$ cat config.mk
export PLATFORM = sky130hd
export DESIGN_NAME = sjd_debug_port
export DESIGN_NICKNAME = d
export VERILOG_FILES = /design/src/sjd_pkg.sv /design/src/sjd_debug_port.sv /design/src/sjd_shift_chain.sv /design/src/sjd_tap_fsm.sv
export VERILOG_INCLUDE_DIRS = /design/src /design/src/src
export SDC_FILE = /design/constraint.sdc
export NUM_CORES = 1
export LEC_CHECK = 0
export BUFFER_PORTS_ARGS = -buffer_cell sky130_fd_sc_hd__buf_2
export CAP_MARGIN = 15
export CORE_ASPECT_RATIO = 1.5
export CORE_MARGIN = 5
export CORE_UTILIZATION = 35
export DETAILED_ROUTE_END_ITERATION = 7
export SLEW_MARGIN = 25
export SYNTH_ARGS = -nofsm -noshare
export SYNTH_HDL_FRONTEND = slang
export SYNTH_SLANG_ARGS = --single-unit
$ cat constraint.sdc
create_clock -name clock_i -period 14.2 [get_ports clock_i]
set_input_delay 0.71 -clock clock_i [delete_from_list [all_inputs] [get_ports clock_i]]
set_output_delay 0.71 -clock clock_i [all_outputs]
set_load 0.01 [all_outputs]
$ cat src/sjd_defines.svh
// constants of the synchronous debug test port: codes, fixed patterns, field positions
// assumes every file that needs a constant includes this header by its bare name
// What this block does
// [RULE1] every input is sampled only on the rising master clock edge; rst_i and tap_reset_n_i act asynchronously here
// [RULE2] both clock enables are sampled on every rising edge, asserted or not
// [RULE3] mode select and serial in are taken only on qualified edges
// [RULE4] outputs launch from the clock edge; serial out and clock enable out follow sources
// [RULE5] an asynchronous test clock is synchronised outside; master clock keeps running
// [RULE6] test reset starts monitor-mode debug; clearing the enable bit gives halt mode
// [RULE7] the special opcode is flagged as a single-cycle non-interlocking no-operation
// [RULE8] debug chain 1 acts only while the core is in debug state
// [RULE9] debug chain 2 reads and writes the breakpoint and watchpoint unit registers
// [RULE10] the controller state is driven continuously as a 4-bit code
// [RULE11] after power-up the probe pulses the TAP reset low, then high
// [RULE12] holding the TAP reset low keeps the port disabled
// [RULE13] TAP reset acts with no qualified clock edge
// [RULE14] TAP reset selects system mode; boundary cells pass all signals
// [RULE15] TAP reset selects IDCODE; shift-DR then shifts the identity word out
// [RULE16] TAP reset asserts asynchronously, forcing the controller to reset at once
// [RULE17] instruction register is four bits, no parity, captures 0001
// [RULE18] identity register is 32 bits and readable through the port
// [RULE19] controller follows the sixteen-state graph, one step per qualified edge
// [RULE20] the probe holds select and data stable around qualified edges
`ifndef SJD_DEFINES_SVH
`define SJD_DEFINES_SVH

// =============================================================
// instruction codes, capture patterns, scan chain numbers and the nop opcode
`define SJD_IR_EXTEST    4'h0
`define SJD_IR_SCAN_N    4'h2
`define SJD_IR_SAMPLE    4'h3
`define SJD_IR_RESTART   4'h4
`define SJD_IR_INTEST    4'hc
`define SJD_IR_IDCODE    4'he
`define SJD_IR_BYPASS    4'hf
`define SJD_IR_CAPTURE   4'h1
`define SJD_SEL_CAPTURE  4'h8
`define SJD_SEL_RESET    4'h0
`define SJD_SEL_CHAIN1   4'h1
`define SJD_SEL_CHAIN2   4'h2
`define SJD_NOP_OPCODE   32'he320f000

// =============================================================
// controller state codes
`define SJD_ST_TLR       4'hf
`define SJD_ST_RTI       4'hc
`define SJD_ST_SEL_DR    4'h7
`define SJD_ST_CAP_DR    4'h6
`define SJD_ST_SH_DR     4'h2
`define SJD_ST_EX1_DR    4'h1
`define SJD_ST_PAU_DR    4'h3
`define SJD_ST_EX2_DR    4'h0
`define SJD_ST_UPD_DR    4'h5
`define SJD_ST_SEL_IR    4'h4
`define SJD_ST_CAP_IR    4'he
`define SJD_ST_SH_IR     4'ha
`define SJD_ST_EX1_IR    4'h9
`define SJD_ST_PAU_IR    4'hb
`define SJD_ST_EX2_IR    4'h8
`define SJD_ST_UPD_IR    4'hd

// =============================================================
// chain 2 layout: {write, address, data}
`define SJD_C2_RW_BIT    37
`define SJD_C2_ADDR_MSB  36
`define SJD_C2_ADDR_LSB  32
`define SJD_C2_DATA_MSB  31
`define SJD_DCTRL_ADDR   5'h00
`define SJD_DCTRL_MON    4

`endif

$ cat src/sjd_pkg.sv
// types of the synchronous debug test port
// assumes sjd_defines.svh is on the include path
`include "sjd_defines.svh"
package sjd_pkg;
	typedef enum logic [3:0] {
		ST_TLR, ST_RTI, ST_SEL_DR, ST_CAP_DR, ST_SH_DR, ST_EX1_DR, ST_PAU_DR, ST_EX2_DR,
		ST_UPD_DR, ST_SEL_IR, ST_CAP_IR, ST_SH_IR, ST_EX1_IR, ST_PAU_IR, ST_EX2_IR, ST_UPD_IR
	} sjd_tap_state_e;

	function automatic logic [3:0] sjd_state_code(input sjd_tap_state_e s);
		unique case (s)
			ST_TLR:    return `SJD_ST_TLR;
			ST_RTI:    return `SJD_ST_RTI;
			ST_SEL_DR: return `SJD_ST_SEL_DR;
			ST_CAP_DR: return `SJD_ST_CAP_DR;
			ST_SH_DR:  return `SJD_ST_SH_DR;
			ST_EX1_DR: return `SJD_ST_EX1_DR;
			ST_PAU_DR: return `SJD_ST_PAU_DR;
			ST_EX2_DR: return `SJD_ST_EX2_DR;
			ST_UPD_DR: return `SJD_ST_UPD_DR;
			ST_SEL_IR: return `SJD_ST_SEL_IR;
			ST_CAP_IR: return `SJD_ST_CAP_IR;
			ST_SH_IR:  return `SJD_ST_SH_IR;
			ST_EX1_IR: return `SJD_ST_EX1_IR;
			ST_PAU_IR: return `SJD_ST_PAU_IR;
			ST_EX2_IR: return `SJD_ST_EX2_IR;
			default:   return `SJD_ST_UPD_IR;
		endcase
	endfunction : sjd_state_code
endpackage : sjd_pkg

$ cat src/sjd_debug_port.sv
// synchronous debug test access port: controller, instruction and data registers,
// debug chain 1 towards the halted core, chain 2 towards the breakpoint unit
// assumes the probe side is synchronised to clock_i and presents a qualifier
`timescale 1ns/1ps
`include "sjd_defines.svh"
module sjd_debug_port
	import sjd_pkg::*;
#(
	parameter logic [31:0] ID_CODE = 32'h1234_5671, // arbitrary identity value
	parameter int          C1_W    = 32,
	parameter int          C2_W    = 38
) (
	input  wire logic              clock_i,                        // master clock
	input  wire logic              rst_i,                          // system reset, async high
	input  wire logic              tap_reset_n_i,                  // TAP reset, async low
	input  wire logic              core_clock_enable_i,            // core clock enable
	input  wire logic              test_clock_qualifier_i,         // test clock qualifier
	input  wire logic              debug_test_mode_select_i,       // mode select
	input  wire logic              debug_test_serial_in_i,         // serial data in
	input  wire logic              external_chain_serial_return_i, // external chain return
	input  wire logic              debug_state_i,                  // core is in debug state
	input  wire logic [C1_W-1:0]   core_data_i,                    // chain 1 capture value
	input  wire logic [31:0]       bpu_rdata_i,                    // breakpoint unit read data
	output logic                   debug_test_serial_out_o,        // serial data out
	output logic                   core_clock_enable_out_o,        // registered clock enable
	output logic      [3:0]        tap_state_code_o,               // controller state code
	output logic      [3:0]        instr_reg_o,                    // current instruction
	output logic      [3:0]        scan_select_o,                  // selected scan chain
	output logic                   system_mode_o,                  // boundary cells pass through
	output logic                   monitor_mode_o,                 // monitor-mode debug enable
	output logic      [C1_W-1:0]   inject_data_o,                  // word for the core
	output logic                   inject_valid_o,                 // one-cycle inject pulse
	output logic                   inject_nop_o,                   // injected word is the nop
	output logic                   restart_o,                      // one-cycle restart pulse
	output logic                   bpu_wr_o,                       // one-cycle write pulse
	output logic      [4:0]        bpu_addr_o,                     // breakpoint unit address
	output logic      [31:0]       bpu_wdata_o                     // breakpoint unit write data
);
	typedef struct packed {
		logic [3:0]      ir;
		logic [3:0]      sel;
		logic            byp;
		logic            tdo;
		logic [3:0]      code;
		logic            cce;
		logic            sysm;
		logic            mon;
		logic [C1_W-1:0] inj;
		logic            inj_v;
		logic            inj_nop;
		logic            rst_pulse;
		logic            wr;
		logic [4:0]      addr;
		logic [31:0]     wdata;
	} sjd_port_s;

	sjd_port_s       p_r;
	sjd_port_s       p_nxt;
	logic            tap_rst;
	sjd_tap_state_e  st;
	sjd_tap_state_e  st_nxt;
	logic            en;
	logic            id_sel;
	logic            sn_sel;
	logic            c1_sel;
	logic            c2_sel;
	logic            ext_sel;
	logic            scan_ir;
	logic [3:0]      ir_q;
	logic [3:0]      sel_q;
	logic [31:0]     id_q;
	logic [C1_W-1:0] c1_q;
	logic [C2_W-1:0] c2_q;
	logic [31:0]     rd_mux;
	logic [C2_W-1:0] c2_cap;

	// =============================================================
	// reset merge and controller
	// the TAP reset needs no qualified edge, so it joins the async reset path
	assign tap_rst = rst_i | ~tap_reset_n_i; // [RULE12] [RULE13] [RULE16]
	// the qualifier is looked at on every edge; it replaces an asynchronous test clock
	assign en      = test_clock_qualifier_i; // [RULE2] [RULE5]

	sjd_tap_fsm u_fsm (
		.clock_i   (clock_i),
		.tap_rst_i (tap_rst),
		.qual_i    (en),
		.tms_i     (debug_test_mode_select_i),
		.state_o   (st),
		.next_o    (st_nxt)
	);

	// =============================================================
	// data register selection; unknown codes and restart fall to bypass
	assign scan_ir = (p_r.ir == `SJD_IR_INTEST) || (p_r.ir == `SJD_IR_EXTEST);
	assign id_sel  = (p_r.ir == `SJD_IR_IDCODE);
	assign sn_sel  = (p_r.ir == `SJD_IR_SCAN_N);
	assign c1_sel  = scan_ir && (p_r.sel == `SJD_SEL_CHAIN1);
	assign c2_sel  = scan_ir && (p_r.sel == `SJD_SEL_CHAIN2);
	assign ext_sel = (scan_ir && !c1_sel && !c2_sel) || (p_r.ir == `SJD_IR_SAMPLE);

	// =============================================================
	// shift registers
	sjd_shift_chain #(.W(4)) u_ir (
		.clock_i   (clock_i),
		.tap_rst_i (tap_rst),
		.capture_i (en && st == ST_CAP_IR),
		.shift_i   (en && st == ST_SH_IR),
		.cap_val_i (`SJD_IR_CAPTURE), // [RULE17]
		.sin_i     (debug_test_serial_in_i),
		.q_o       (ir_q)
	);

	sjd_shift_chain #(.W(4)) u_sel (
		.clock_i   (clock_i),
		.tap_rst_i (tap_rst),
		.capture_i (en && sn_sel && st == ST_CAP_DR),
		.shift_i   (en && sn_sel && st == ST_SH_DR),
		.cap_val_i (`SJD_SEL_CAPTURE),
		.sin_i     (debug_test_serial_in_i),
		.q_o       (sel_q)
	);

	sjd_shift_chain #(.W(32)) u_id (
		.clock_i   (clock_i),
		.tap_rst_i (tap_rst),
		.capture_i (en && id_sel && st == ST_CAP_DR), // [RULE18]
		.shift_i   (en && id_sel && st == ST_SH_DR),
		.cap_val_i (ID_CODE),
		.sin_i     (debug_test_serial_in_i),
		.q_o       (id_q)
	);

	sjd_shift_chain #(.W(C1_W)) u_c1 (
		.clock_i   (clock_i),
		.tap_rst_i (tap_rst),
		.capture_i (en && c1_sel && st == ST_CAP_DR),
		.shift_i   (en && c1_sel && st == ST_SH_DR),
		.cap_val_i (core_data_i),
		.sin_i     (debug_test_serial_in_i),
		.q_o       (c1_q)
	);

	// the control register's monitor bit lives here, so reads see this copy
	always_comb
	begin
		rd_mux = bpu_rdata_i;
		if (p_r.addr == `SJD_DCTRL_ADDR)
			rd_mux[`SJD_DCTRL_MON] = p_r.mon;
		c2_cap = {1'b0, p_r.addr, rd_mux};
	end

	sjd_shift_chain #(.W(C2_W)) u_c2 (
		.clock_i   (clock_i),
		.tap_rst_i (tap_rst),
		.capture_i (en && c2_sel && st == ST_CAP_DR), // [RULE9]
		.shift_i   (en && c2_sel && st == ST_SH_DR),
		.cap_val_i (c2_cap),
		.sin_i     (debug_test_serial_in_i),
		.q_o       (c2_q)
	);

	// =============================================================
	// port state
	always_comb
	begin
		p_nxt         = p_r;
		p_nxt.inj_v   = 1'b0;
		p_nxt.inj_nop = 1'b0;
		p_nxt.wr      = 1'b0;
		p_nxt.rst_pulse = 1'b0;
		p_nxt.cce     = core_clock_enable_i; // [RULE2] [RULE4]
		p_nxt.code    = sjd_state_code(st_nxt); // [RULE10]
		if (en)
		begin
			if (st == ST_CAP_DR && !id_sel && !sn_sel && !c1_sel && !c2_sel)
				p_nxt.byp = 1'b0;
			else if (st == ST_SH_DR)
				p_nxt.byp = debug_test_serial_in_i;
			// serial out is registered; external chains pass through one flop
			if (st == ST_SH_IR)
				p_nxt.tdo = ir_q[0];
			else if (st == ST_SH_DR)
			begin
				if (id_sel)
					p_nxt.tdo = id_q[0]; // [RULE15]
				else if (sn_sel)
					p_nxt.tdo = sel_q[0];
				else if (c1_sel)
					p_nxt.tdo = c1_q[0];
				else if (c2_sel)
					p_nxt.tdo = c2_q[0];
				else if (ext_sel)
					p_nxt.tdo = external_chain_serial_return_i; // [RULE4]
				else
					p_nxt.tdo = p_r.byp;
			end
			if (st == ST_UPD_IR)
			begin
				p_nxt.ir   = ir_q;
				p_nxt.sysm = !((ir_q == `SJD_IR_INTEST) || (ir_q == `SJD_IR_EXTEST));
			end
			if (st == ST_UPD_DR && sn_sel)
				p_nxt.sel = sel_q;
			// chain 1 updates are dropped unless the core is halted
			if (st == ST_UPD_DR && c1_sel && debug_state_i) // [RULE8]
			begin
				p_nxt.inj     = c1_q;
				p_nxt.inj_v   = 1'b1;
				p_nxt.inj_nop = (c1_q[31:0] == `SJD_NOP_OPCODE); // [RULE7]
			end
			if (st == ST_UPD_DR && c2_sel) // [RULE9]
			begin
				p_nxt.addr = c2_q[`SJD_C2_ADDR_MSB:`SJD_C2_ADDR_LSB];
				if (c2_q[`SJD_C2_RW_BIT])
				begin
					p_nxt.wr    = 1'b1;
					p_nxt.wdata = c2_q[`SJD_C2_DATA_MSB:0];
					if (c2_q[`SJD_C2_ADDR_MSB:`SJD_C2_ADDR_LSB] == `SJD_DCTRL_ADDR)
						p_nxt.mon = c2_q[`SJD_DCTRL_MON]; // [RULE6]
				end
			end
			if (st_nxt == ST_RTI && st != ST_RTI && p_r.ir == `SJD_IR_RESTART)
				p_nxt.rst_pulse = 1'b1;
		end
	end

	always_ff @(posedge clock_i or posedge tap_rst) // [RULE1]
	begin
		if (tap_rst)
		begin
			p_r       <= '0;
			p_r.ir    <= `SJD_IR_IDCODE; // [RULE15]
			p_r.sel   <= `SJD_SEL_RESET;
			p_r.code  <= `SJD_ST_TLR;
			p_r.sysm  <= 1'b1; // [RULE14]
			p_r.mon   <= 1'b1; // [RULE6]
		end
		else
			p_r <= p_nxt;
	end

	assign debug_test_serial_out_o = p_r.tdo;
	assign core_clock_enable_out_o = p_r.cce;
	assign tap_state_code_o        = p_r.code;
	assign instr_reg_o             = p_r.ir;
	assign scan_select_o           = p_r.sel;
	assign system_mode_o           = p_r.sysm;
	assign monitor_mode_o          = p_r.mon;
	assign inject_data_o           = p_r.inj;
	assign inject_valid_o          = p_r.inj_v;
	assign inject_nop_o            = p_r.inj_nop;
	assign restart_o               = p_r.rst_pulse;
	assign bpu_wr_o                = p_r.wr;
	assign bpu_addr_o              = p_r.addr;
	assign bpu_wdata_o             = p_r.wdata;

	// =============================================================
	// assertions
	property p_hold_unqualified;
		@(posedge clock_i) disable iff (tap_rst)
		!test_clock_qualifier_i |=> $stable(tap_state_code_o) && $stable(instr_reg_o);
	endproperty
	a_hold_unqualified: assert property (p_hold_unqualified) // [RULE3]
		else $error("port state moved on an unqualified edge");

	property p_reset_state;
		@(posedge clock_i) disable iff (rst_i)
		!tap_reset_n_i |-> tap_state_code_o == `SJD_ST_TLR;
	endproperty
	a_reset_state: assert property (p_reset_state) // [RULE16]
		else $error("controller not in reset while TAP reset low");

	property p_reset_idcode;
		@(posedge clock_i) disable iff (rst_i)
		!tap_reset_n_i |-> instr_reg_o == `SJD_IR_IDCODE && system_mode_o;
	endproperty
	a_reset_idcode: assert property (p_reset_idcode) // [RULE15]
		else $error("reset did not select identity instruction in system mode");

	property p_reset_monitor;
		@(posedge clock_i) disable iff (rst_i)
		$rose(tap_reset_n_i) |-> monitor_mode_o ##1 monitor_mode_o;
	endproperty
	a_reset_monitor: assert property (p_reset_monitor) // [RULE6]
		else $error("monitor mode not selected after TAP reset");

	property p_clock_enable_out;
		@(posedge clock_i) disable iff (tap_rst)
		!$past(tap_rst) |-> core_clock_enable_out_o == $past(core_clock_enable_i);
	endproperty
	a_clock_enable_out: assert property (p_clock_enable_out) // [RULE2]
		else $error("clock enable out does not follow clock enable");

	property p_inject_halted;
		@(posedge clock_i) disable iff (tap_rst)
		inject_valid_o |-> $past(debug_state_i) && scan_select_o == `SJD_SEL_CHAIN1;
	endproperty
	a_inject_halted: assert property (p_inject_halted) // [RULE8]
		else $error("chain 1 injected while core not halted");

	property p_five_ones_reset;
		@(posedge clock_i) disable iff (tap_rst)
		(test_clock_qualifier_i && debug_test_mode_select_i)[*5] |=>
			tap_state_code_o == `SJD_ST_TLR;
	endproperty
	a_five_ones_reset: assert property (p_five_ones_reset) // [RULE19]
		else $error("five qualified ones did not reach reset state");

	property p_ext_return;
		@(posedge clock_i) disable iff (tap_rst)
		(en && st == ST_SH_DR && ext_sel) |=>
			debug_test_serial_out_o == $past(external_chain_serial_return_i);
	endproperty
	a_ext_return: assert property (p_ext_return) // [RULE4]
		else $error("serial out does not follow external chain return");

	property p_bpu_write;
		@(posedge clock_i) disable iff (tap_rst)
		bpu_wr_o |-> $past(st == ST_UPD_DR && c2_sel && en);
	endproperty
	a_bpu_write: assert property (p_bpu_write) // [RULE9]
		else $error("breakpoint unit write without chain 2 update");

	property p_ir_capture;
		@(posedge clock_i) disable iff (tap_rst)
		(en && st == ST_CAP_IR) |=> ir_q == `SJD_IR_CAPTURE;
	endproperty
	a_ir_capture: assert property (p_ir_capture) // [RULE17]
		else $error("instruction register did not capture fixed pattern");

	c_inject:  cover property (@(posedge clock_i) disable iff (tap_rst) inject_valid_o);
	c_nop:     cover property (@(posedge clock_i) disable iff (tap_rst) inject_nop_o);
	c_bpu_wr:  cover property (@(posedge clock_i) disable iff (tap_rst) bpu_wr_o);
	c_restart: cover property (@(posedge clock_i) disable iff (tap_rst) restart_o);
endmodule : sjd_debug_port

$ cat src/sjd_shift_chain.sv
// serial chain with parallel capture, shifting towards bit 0
// assumes capture and shift are never high together
`timescale 1ns/1ps
module sjd_shift_chain #(
	parameter int W = 32
) (
	input  wire logic          clock_i,   // master clock
	input  wire logic          tap_rst_i, // async reset, active high
	input  wire logic          capture_i, // load cap_val_i this edge
	input  wire logic          shift_i,   // shift one place this edge
	input  wire logic [W-1:0]  cap_val_i, // parallel capture value
	input  wire logic          sin_i,     // serial in
	output logic      [W-1:0]  q_o        // chain contents, q_o[0] goes out next
);
	typedef struct packed {
		logic [W-1:0] q;
	} sjd_chain_s;

	sjd_chain_s  ch_r;
	sjd_chain_s  ch_nxt;

	always_comb
	begin
		ch_nxt = ch_r;
		if (capture_i)
			ch_nxt.q = cap_val_i;
		else if (shift_i)
			ch_nxt.q = {sin_i, ch_r.q[W-1:1]};
	end

	always_ff @(posedge clock_i or posedge tap_rst_i)
	begin
		if (tap_rst_i)
			ch_r <= '0;
		else
			ch_r <= ch_nxt;
	end

	assign q_o = ch_r.q;
endmodule : sjd_shift_chain

$ cat src/sjd_tap_fsm.sv
// test access port controller: sixteen states, one step per qualified edge
// assumes tap_rst_i already merges the system reset and the TAP reset
`timescale 1ns/1ps
module sjd_tap_fsm
	import sjd_pkg::*;
(
	input  wire logic           clock_i,  // master clock
	input  wire logic           tap_rst_i, // async reset, active high
	input  wire logic           qual_i,   // test clock qualifier
	input  wire logic           tms_i,    // mode select
	output sjd_tap_state_e      state_o,  // current state
	output sjd_tap_state_e      next_o    // state after this edge
);
	typedef struct packed {
		sjd_tap_state_e st;
	} sjd_fsm_s;

	sjd_fsm_s        fsm_r;
	sjd_fsm_s        fsm_nxt;
	sjd_tap_state_e  step;

	// =============================================================
	// transition graph
	always_comb
	begin
		unique case (fsm_r.st)
			ST_TLR:    step = tms_i ? ST_TLR    : ST_RTI;
			ST_RTI:    step = tms_i ? ST_SEL_DR : ST_RTI;
			ST_SEL_DR: step = tms_i ? ST_SEL_IR : ST_CAP_DR;
			ST_CAP_DR: step = tms_i ? ST_EX1_DR : ST_SH_DR;
			ST_SH_DR:  step = tms_i ? ST_EX1_DR : ST_SH_DR;
			ST_EX1_DR: step = tms_i ? ST_UPD_DR : ST_PAU_DR;
			ST_PAU_DR: step = tms_i ? ST_EX2_DR : ST_PAU_DR;
			ST_EX2_DR: step = tms_i ? ST_UPD_DR : ST_SH_DR;
			ST_UPD_DR: step = tms_i ? ST_SEL_DR : ST_RTI;
			ST_SEL_IR: step = tms_i ? ST_TLR    : ST_CAP_IR;
			ST_CAP_IR: step = tms_i ? ST_EX1_IR : ST_SH_IR;
			ST_SH_IR:  step = tms_i ? ST_EX1_IR : ST_SH_IR;
			ST_EX1_IR: step = tms_i ? ST_UPD_IR : ST_PAU_IR;
			ST_PAU_IR: step = tms_i ? ST_EX2_IR : ST_PAU_IR;
			ST_EX2_IR: step = tms_i ? ST_UPD_IR : ST_SH_IR;
			ST_UPD_IR: step = tms_i ? ST_SEL_DR : ST_RTI;
		endcase
		fsm_nxt = fsm_r;
		if (qual_i) // [RULE3] [RULE19]
			fsm_nxt.st = step;
	end

	always_ff @(posedge clock_i or posedge tap_rst_i) // [RULE1] [RULE16]
	begin
		if (tap_rst_i)
			fsm_r <= '{st: ST_TLR};
		else
			fsm_r <= fsm_nxt;
	end

	assign state_o = fsm_r.st;
	assign next_o  = fsm_nxt.st;
endmodule : sjd_tap_fsm

==> out/qor.yml, run 1 <==
synth_top_cell_area_share_pct: 49.89
r2r_end: "u_c1.q_o[31]"
initial_core_util_pct: 35.21
synth_top_family_by_area: "simple AND/OR/NAND/NOR gates"
worst_pin_slew_ps: 1023
ioPinCount: 162
cap_violations: 0
rsz0062_at_grt: "false"
via_per_inst: 4.787
synth-xor-area-share_pct: 0.4477
ir_drop_uv: 62.00
async_reset_ff_share_pct: 100.0
synth_edf_count: 0
post_cts_resized: 0
path_cells: "and4bb_2, and2_1, and2_2, a21oi_1, mux2_2"
yosys_register_bits: 204
antenna_found_initial: 1
setup_viol: 0
cts.sinks: 204
totalWireLength_mm: 21.74
synth.distinct_cells: 60
initialDrtViolationCount: 273
path_max_fanout: 32
core_area_um2: 27780
status: "completed"
hold_depth: 1
cts-root-buf: "clkbuf_16"
critPathLaunchType: "flip-flop"
tns_ps: 0
postCtsHoldBufs: 0
num-nets-final: 1086
fin_crit_sh_pct: 20.52
skew_ps: 19.71
syn_avg_cell_area_um2: 10.30
clock.fmax_ghz: 0.3431
r2r-start: "u_fsm.state_o[0]"
syn_area_um2: 9781
htree_levels: 1
critical-path-slowest-cell: "and2_2"
worst-endpoint-required_ps: 14580
grtUsageTotal_pct: 13.78
drc: 0
drtAntennaViolNets: 0
yosysWarnings: 0
hp-class: "in2reg"
dieArea_um2: 31460
synthSimpleGateAreaFrac_pct: 15.08
grt_pass1_wl_mm: 35.74
synthAdderAreaFrac_pct: 0.5117
drive_gt1_share_pct: 27.40
p_total_mw: 1.423
drtPass1Iterations: 4
setup_ws_ps: 11290
postSynthCellCount: 950
syn_to_final_growth_pct: 10.90
num_vias: 6554
end_kind: "flip-flop"
cp.arrival_ps: 3300
crit_family: "simple AND/OR/NAND/NOR gates"
dominantRegCellSynth: "dfrtp_1"
cts_made_buffers: 21
dieHeight_um: 214.7
instances_no_fill: 1369
crit_type: "reg2reg"
cellPowerDensity_nw_per_um2: 131.2
synth.area.mux_share_pct: 13.13
min_period_ps: 2914
wire_per_inst_um: 15.88
synth_seq_area_share_pct: 52.31
hold_violations: 0
synth.net_count: 1027
final_util_pct: 39.05
die_w_um: 146.5
gr-total-overflow: 0
postCtsSetupBuffers: 0
dp.cells: 1332
yosys.area.top_type: "dfrtp_1"
grt_max_degree: 80
clkSlewWorstSetupHoldPaths_ps: 60
placementRows: 75
grt_pass1_vias: 6777
final_max_slew_viol_count: 0
p_leak_nw: 5.157
rr_worst_depth: 5
cp.buffers_inverters: 0
place_congestion: 0.7690
clock_latency_ps: 510
max_stage_delay_ps: 830
hold_end: "core_clock_enable_out_o"
slew-limit-headroom_pct: 31.83
synth-compound-area-share_pct: 8.187
synth_area_leaders: "dfrtp_1 (50%), nand2_1 (8.1%), mux2i_1 (7.4%)"
pre_cts_ws_ps: 10630
cts_buffer_depth: 3
dpl.hpwl_mm: 14.91
cts_tree: "yes"
port_buffers: 161
worst-r2r-setup-slack_ps: 11290
hp-start: "core_clock_enable_i"
worst max-delay path by stage:
stage / depth (start not counted) / start / endpoint
after global routing: 5 / u_fsm.state_o[0] / u_c1.q_o[31]
final: 5 / u_fsm.state_o[0] / u_c1.q_o[31]
after floorplan: 1 / rst_i / bpu_addr_o[0]
after detailed placement: 5 / rst_i / u_id.q_o[27]
after CTS: 5 / rst_i / inject_data_o[10]
after global placement: 5 / rst_i / inject_data_o[10]
synth_stat cells, types with 2 or more instances:
library cell and instances:
and2_1 5, buf_4 84, or4_1 3, nor4_1 2, dfrtp_1 195, o2111a_1 2, dfstp_2 9, nor3_4 2
nand2b_1 8, a31o_2 2, xnor2_1 2, nand4_1 4, o21ai_1 32, mux2_2 49, nand2_1 210, nor2_1 58
inv_1 8, nor3_1 5, o2111ai_1 2, xor2_1 3, or2_2 3, buf_2 15, ha_1 4, a31oi_1 2
and4b_1 3, mux2i_1 72, nand4b_1 2, nor4b_1 4, a311oi_1 3, nand3_1 6, buf_6 4, buf_12 7
clkbuf_1 23, nor2b_1 4, a21oi_1 37, o21ai_0 52
power by group:
part	leakage [nW]	internal [mW]	switching (mW)
clock network	0.349	0.352	0.226
logic	2.03	0.0822	0.115
registers	2.78	0.610	0.0379
total	5.16	1.04	0.379
placed cells by master, fill, tap and decap left out, types with 3 or more instances in the layout:
cell and instances:
ha_1 4, a311oi_1 3, nor4b_1 4, nor3_1 5, mux2i_1 72, nor2_1 58, and4b_1 3, a21oi_1 37
o21ai_0 52, clkbuf_16 21, buf_4 7, nand4_1 4, buf_2 161, clkbuf_8 5, and2_1 3, nand2_1 209
dfstp_2 9, or2_2 3, nand2b_1 8, clkbuf_1 3, xor2_1 3, bufinv_16 3, nand3_1 6, o21ai_1 32
dfrtp_1 195, nor2b_1 3, or4_1 3, inv_1 8, mux2_2 49
final cells by class:
cell class,count,area [um^2]
clock inverters,7,118.9
fillers,2787,16930
flip-flops and latches,204,5116
repair buffers,169,869.6
multi-input cells,604,3667
inverters,9,33.78
clock buffers,29,605.6
well taps,346,432.9
diodes,1,2.502
cells by family (layout without fill, tap and decap cells):
family,Yosys count,count (layout)
other cells,0,1
buf+inv,142,214
fa+ha+maj,4,4
compound gates,143,143
simple gates,330,330
flops,204,204
xor+xnor,5,5
mux,122,122
worst register-to-register path: stages, from the launching register on:
cell,delay [ps]
dfrtp_1,650
and4bb_2,560
and2_1,240
and2_2,830
a21oi_1,210
mux2_2,300
sequential cells by signal, summed over array words and instances, names as in the netlist, 5 cells and up:
register and flops:
u_c2.q_o 38, bpu_wdata_o 32, inject_data_o 32, u_c1.q_o 32, u_id.q_o 32, bpu_addr_o 5
per-layer routing:
layer	GRT usage (%)	wire length (um)	part of all wire [%]
met5	0	0	0
met4	5.085	587	2.7
met3	2.128	810	3.7
met2	24.63	11260	52
met1	16.71	9080	42
through the flow:
step                hold slack (ps)  area, um^2
floorplan                     440.0        9781
global placement              446.9       10110
detailed placement            450.1       10110
CTS                           290.6       10840
global route                  298.8       10850
finish                        317.3       10850
Power figures use the tool's default switching activity.
==> run 2: changes to the inputs <==
- clock period: 14.2 -> 2.45 ns (I/O delays scaled with it)
==> run 2 against run 1 <==
Compared with the run above:
- die area unchanged
- register-to-register slack worse by 11000 ps
- non-clock buffer count up 85
- critical endpoint is now restart_o
- hold slack worse by 270 ps
- setup slack worse by 11000 ps
- sequential power rose to 5.7 times the previous value
- wire length up 3.2%
- clock power rose to 5.6 times the previous value
- largest power group unchanged
- largest cell class unchanged
- core utilization up 3.4 points
==> out/qor.yml, run 2 (synthesized netlist as in run 1, its figures left out) <==
largest_reg_flops: 38  # unchanged
num_vias: 6914  # was 6554
hp-class: "in2reg"  # unchanged
port_buffers: 161  # unchanged
grt_pass1_vias: 7199  # was 6777
grt_max_degree: 87  # was 80
final_util_pct: 42.43  # was 39.05%
placementRows: 75  # unchanged
cellPowerDensity_nw_per_um2: 708.7  # was 131.2 nW/um^2
multiInputGateArea_um2: 3702  # was 3667 um^2
p_clk_share_pct: 38.4  # was 40.6%
slew-limit-headroom_pct: 69.21  # was 31.83%
cts.sinks: 204  # unchanged
htree_levels: 1  # unchanged
layout_common_cells: "nand2_1 (209), dfrtp_1 (193), buf_2 (161), mux2i_1 (72), dlygate4sd3_1 (67)"  # was nand2_1 (209), dfrtp_1 (195), buf_2 (161), mux2i_1 (72), nor2_1 (58)
drtPass1Iterations: 4  # unchanged
status: "completed"  # unchanged
cap_violations: 0  # unchanged
cts_tree: "yes"  # unchanged
clock.fmax_ghz: 0.4367  # was 0.3431 GHz
grtUsageTotal_pct: 14.25  # was 13.78%
ff_latch_area_um2: 5119  # was 5116 um^2
ir_drop_uv: 382.4  # was 62.00 uV
die_w_um: 146.5  # unchanged
switchingPower_mw: 2.208  # was 0.3786 mW
critical-path-slowest-cell: "or4b_2"  # was and2_2
wire_per_inst_um: 15.44  # was 15.88 um
wl_met2_mm: 11.74  # was 11.26 mm
gr-total-overflow: 0  # unchanged
via_per_inst: 4.758  # was 4.787
wl_met1_mm: 9.208  # was 9.080 mm
end_kind: "flip-flop"  # unchanged
hold_violations: 0  # unchanged
combPwrFrac_pct: 17.7  # was 13.8%
fillers: 2699  # was 2787
drc: 0  # unchanged
num_antenna_cells: 0  # was 1
setup_ws_ps: 159.9  # was 11290 ps
cp.arrival_ps: 2720  # was 3300 ps
swShare_pct: 26.43  # was 26.60%
final_common_cell: "nand2_1"  # unchanged
critPathLaunchType: "flip-flop"  # unchanged
tns_ps: 0  # unchanged
num-nets-final: 1171  # was 1086
fin_area_um2: 11790  # was 10850 um^2
antenna_found_initial: 0  # was 1
crit_type: "reg2reg"  # unchanged
core_area_um2: 27780  # unchanged
p_total_mw: 8.353  # was 1.423 mW
p_leak_nw: 5.550  # was 5.157 nW
cts_buffer_depth: 3  # unchanged
place_congestion: 0.7844  # was 0.7690
postPlaceCellArea_um2: 10400  # was 10110 um^2
fin_crit_sh_pct: 93.47  # was 20.52%
power_frac_seq_pct: 43.9  # was 45.5%
max_stage_delay_ps: 660  # was 830 ps
dr_wl_met3_um: 778  # was 810 um
path_max_fanout: 3  # was 32
cts-root-buf: "clkbuf_16"  # unchanged
drive_gt1_share_pct: 27.28  # was 27.40%
syn_to_final_growth_pct: 20.51  # was 10.90%
initialDrtViolationCount: 300  # was 273
dieHeight_um: 214.7  # unchanged
rsz0062_at_grt: "false"  # unchanged
path_cells: "or4b_2, o311a_1, o2111a_2, inv_2, ha_4, nand4b_1, a311oi_2, nand2_1, nor2_2"  # was and4bb_2, and2_1, and2_2, a21oi_1, mux2_2
final_max_slew_viol_count: 0  # unchanged
dpl.hpwl_mm: 15.31  # was 14.91 mm
hold_slack_ps: 43.75  # was 317.3 ps
cp.buffers_inverters: 1  # was 0
instances_no_fill: 1453  # was 1369
worst_pin_slew_ps: 461.8  # was 1023 ps
initial_core_util_pct: 35.21  # unchanged
clock_latency_ps: 500  # was 510 ps
skew_ps: 13.11  # was 19.71 ps
dp.cells: 1350  # was 1332
cts_made_buffers: 21  # unchanged
grt_pass1_wl_mm: 37.19  # was 35.74 mm
setup_viol: 0  # unchanged
top_layer: "met4"  # unchanged
dieArea_um2: 31460  # unchanged
clkSlewWorstSetupHoldPaths_ps: 60  # about the same
pre_cts_ws_ps: -30.12  # was 10630 ps
drtAntennaViolNets: 0  # unchanged
worst-endpoint-required_ps: 2880  # was 14580 ps
min_period_ps: 2290  # was 2914 ps
totalWireLength_mm: 22.43  # was 21.74 mm
ioPinCount: 162  # unchanged
internal_power_mw: 6.146  # was 1.045 mW
crit_family: "simple AND/OR/NAND/NOR gates"  # unchanged
postCtsSetupBuffers: 0  # unchanged
[run 2: cell types whose count changed in the layout (fill, tap and decap cells not counted), sizes merged]
cell	before	now
dlygate4sd3	0	67
buf	169	187
clkbuf	29	30
clkinv	2	3
clkinvlp	2	1
diode	1	0
inv	9	8
[run 2: final timing paths]
| kind | from | slack (ps) | depth (start not counted) | end |
|---|---|---|---|---|
| max in group asynchronous | tap_reset_n_i | 970 | 5 | tap_state_code_o[1] |
| max reg2reg | u_fsm.state_o[0] | 160 | 9 | restart_o |
| min in group asynchronous | rst_i | 520 | 4 | bpu_wdata_o[14] |
| min reg2reg | bpu_wdata_o[15] | 460 | 2 | bpu_wdata_o[15] |
| max | u_fsm.state_o[0] | 160 | 9 | restart_o |
| min | bpu_rdata_i[4] | 40 | 4 | u_c2.q_o[4] |
[run 2: repair_timing]
action                     4_1_cts  5_1_grt
pin swaps                        0        2
hold buffers                    67        0
setup endpoints to repair        1        1
hold endpoints to repair       263        0
gates resized for setup          1        9
[run 2: routing by layer]
| metal | vias to the layer above | track usage, % |
|---|---|---|
| li1 | 3402 | - |
| met1 | 3347 | 16.89 |
| met2 | 128 | 25.78 |
| met3 | 37 | 2.191 |
| met4 | 0 | 5.524 |
| met5 | - | 0 |
[run 2: power by group through the flow]
stage / registers, mW / logic, mW / clock network (mW)
6_report: 3.67 / 1.48 / 3.21
5_1_grt: 3.69 / 1.65 / 3.48
4_1_cts: 3.67 / 1.45 / 3.34
3_5_place_dp: 3.73 / 1.36 / 0
3_3_place_gp: 3.73 / 1.35 / 0
2_1_floorplan: 3.67 / 1.01 / 0
[run 2: worst reg2reg max path: stages, from the launching register on]
cell and delay (ps):
dfrtp_1 370, or4b_2 660, o311a_1 120, o2111a_2 190, inv_2 80, ha_4 140, nand4b_1 120, a311oi_2 340
nand2_1 110, nor2_2 100
[run 2: final cells by class]
type | instances | area share (%)
flip-flops and latches | 204 | 43.43
repair buffers | 254 | 15.46
clock inverters | 6 | 0.9129
well taps | 346 | 3.673
multi-input cells | 604 | 31.41
clock buffers | 30 | 4.830
inverters | 9 | 0.2866
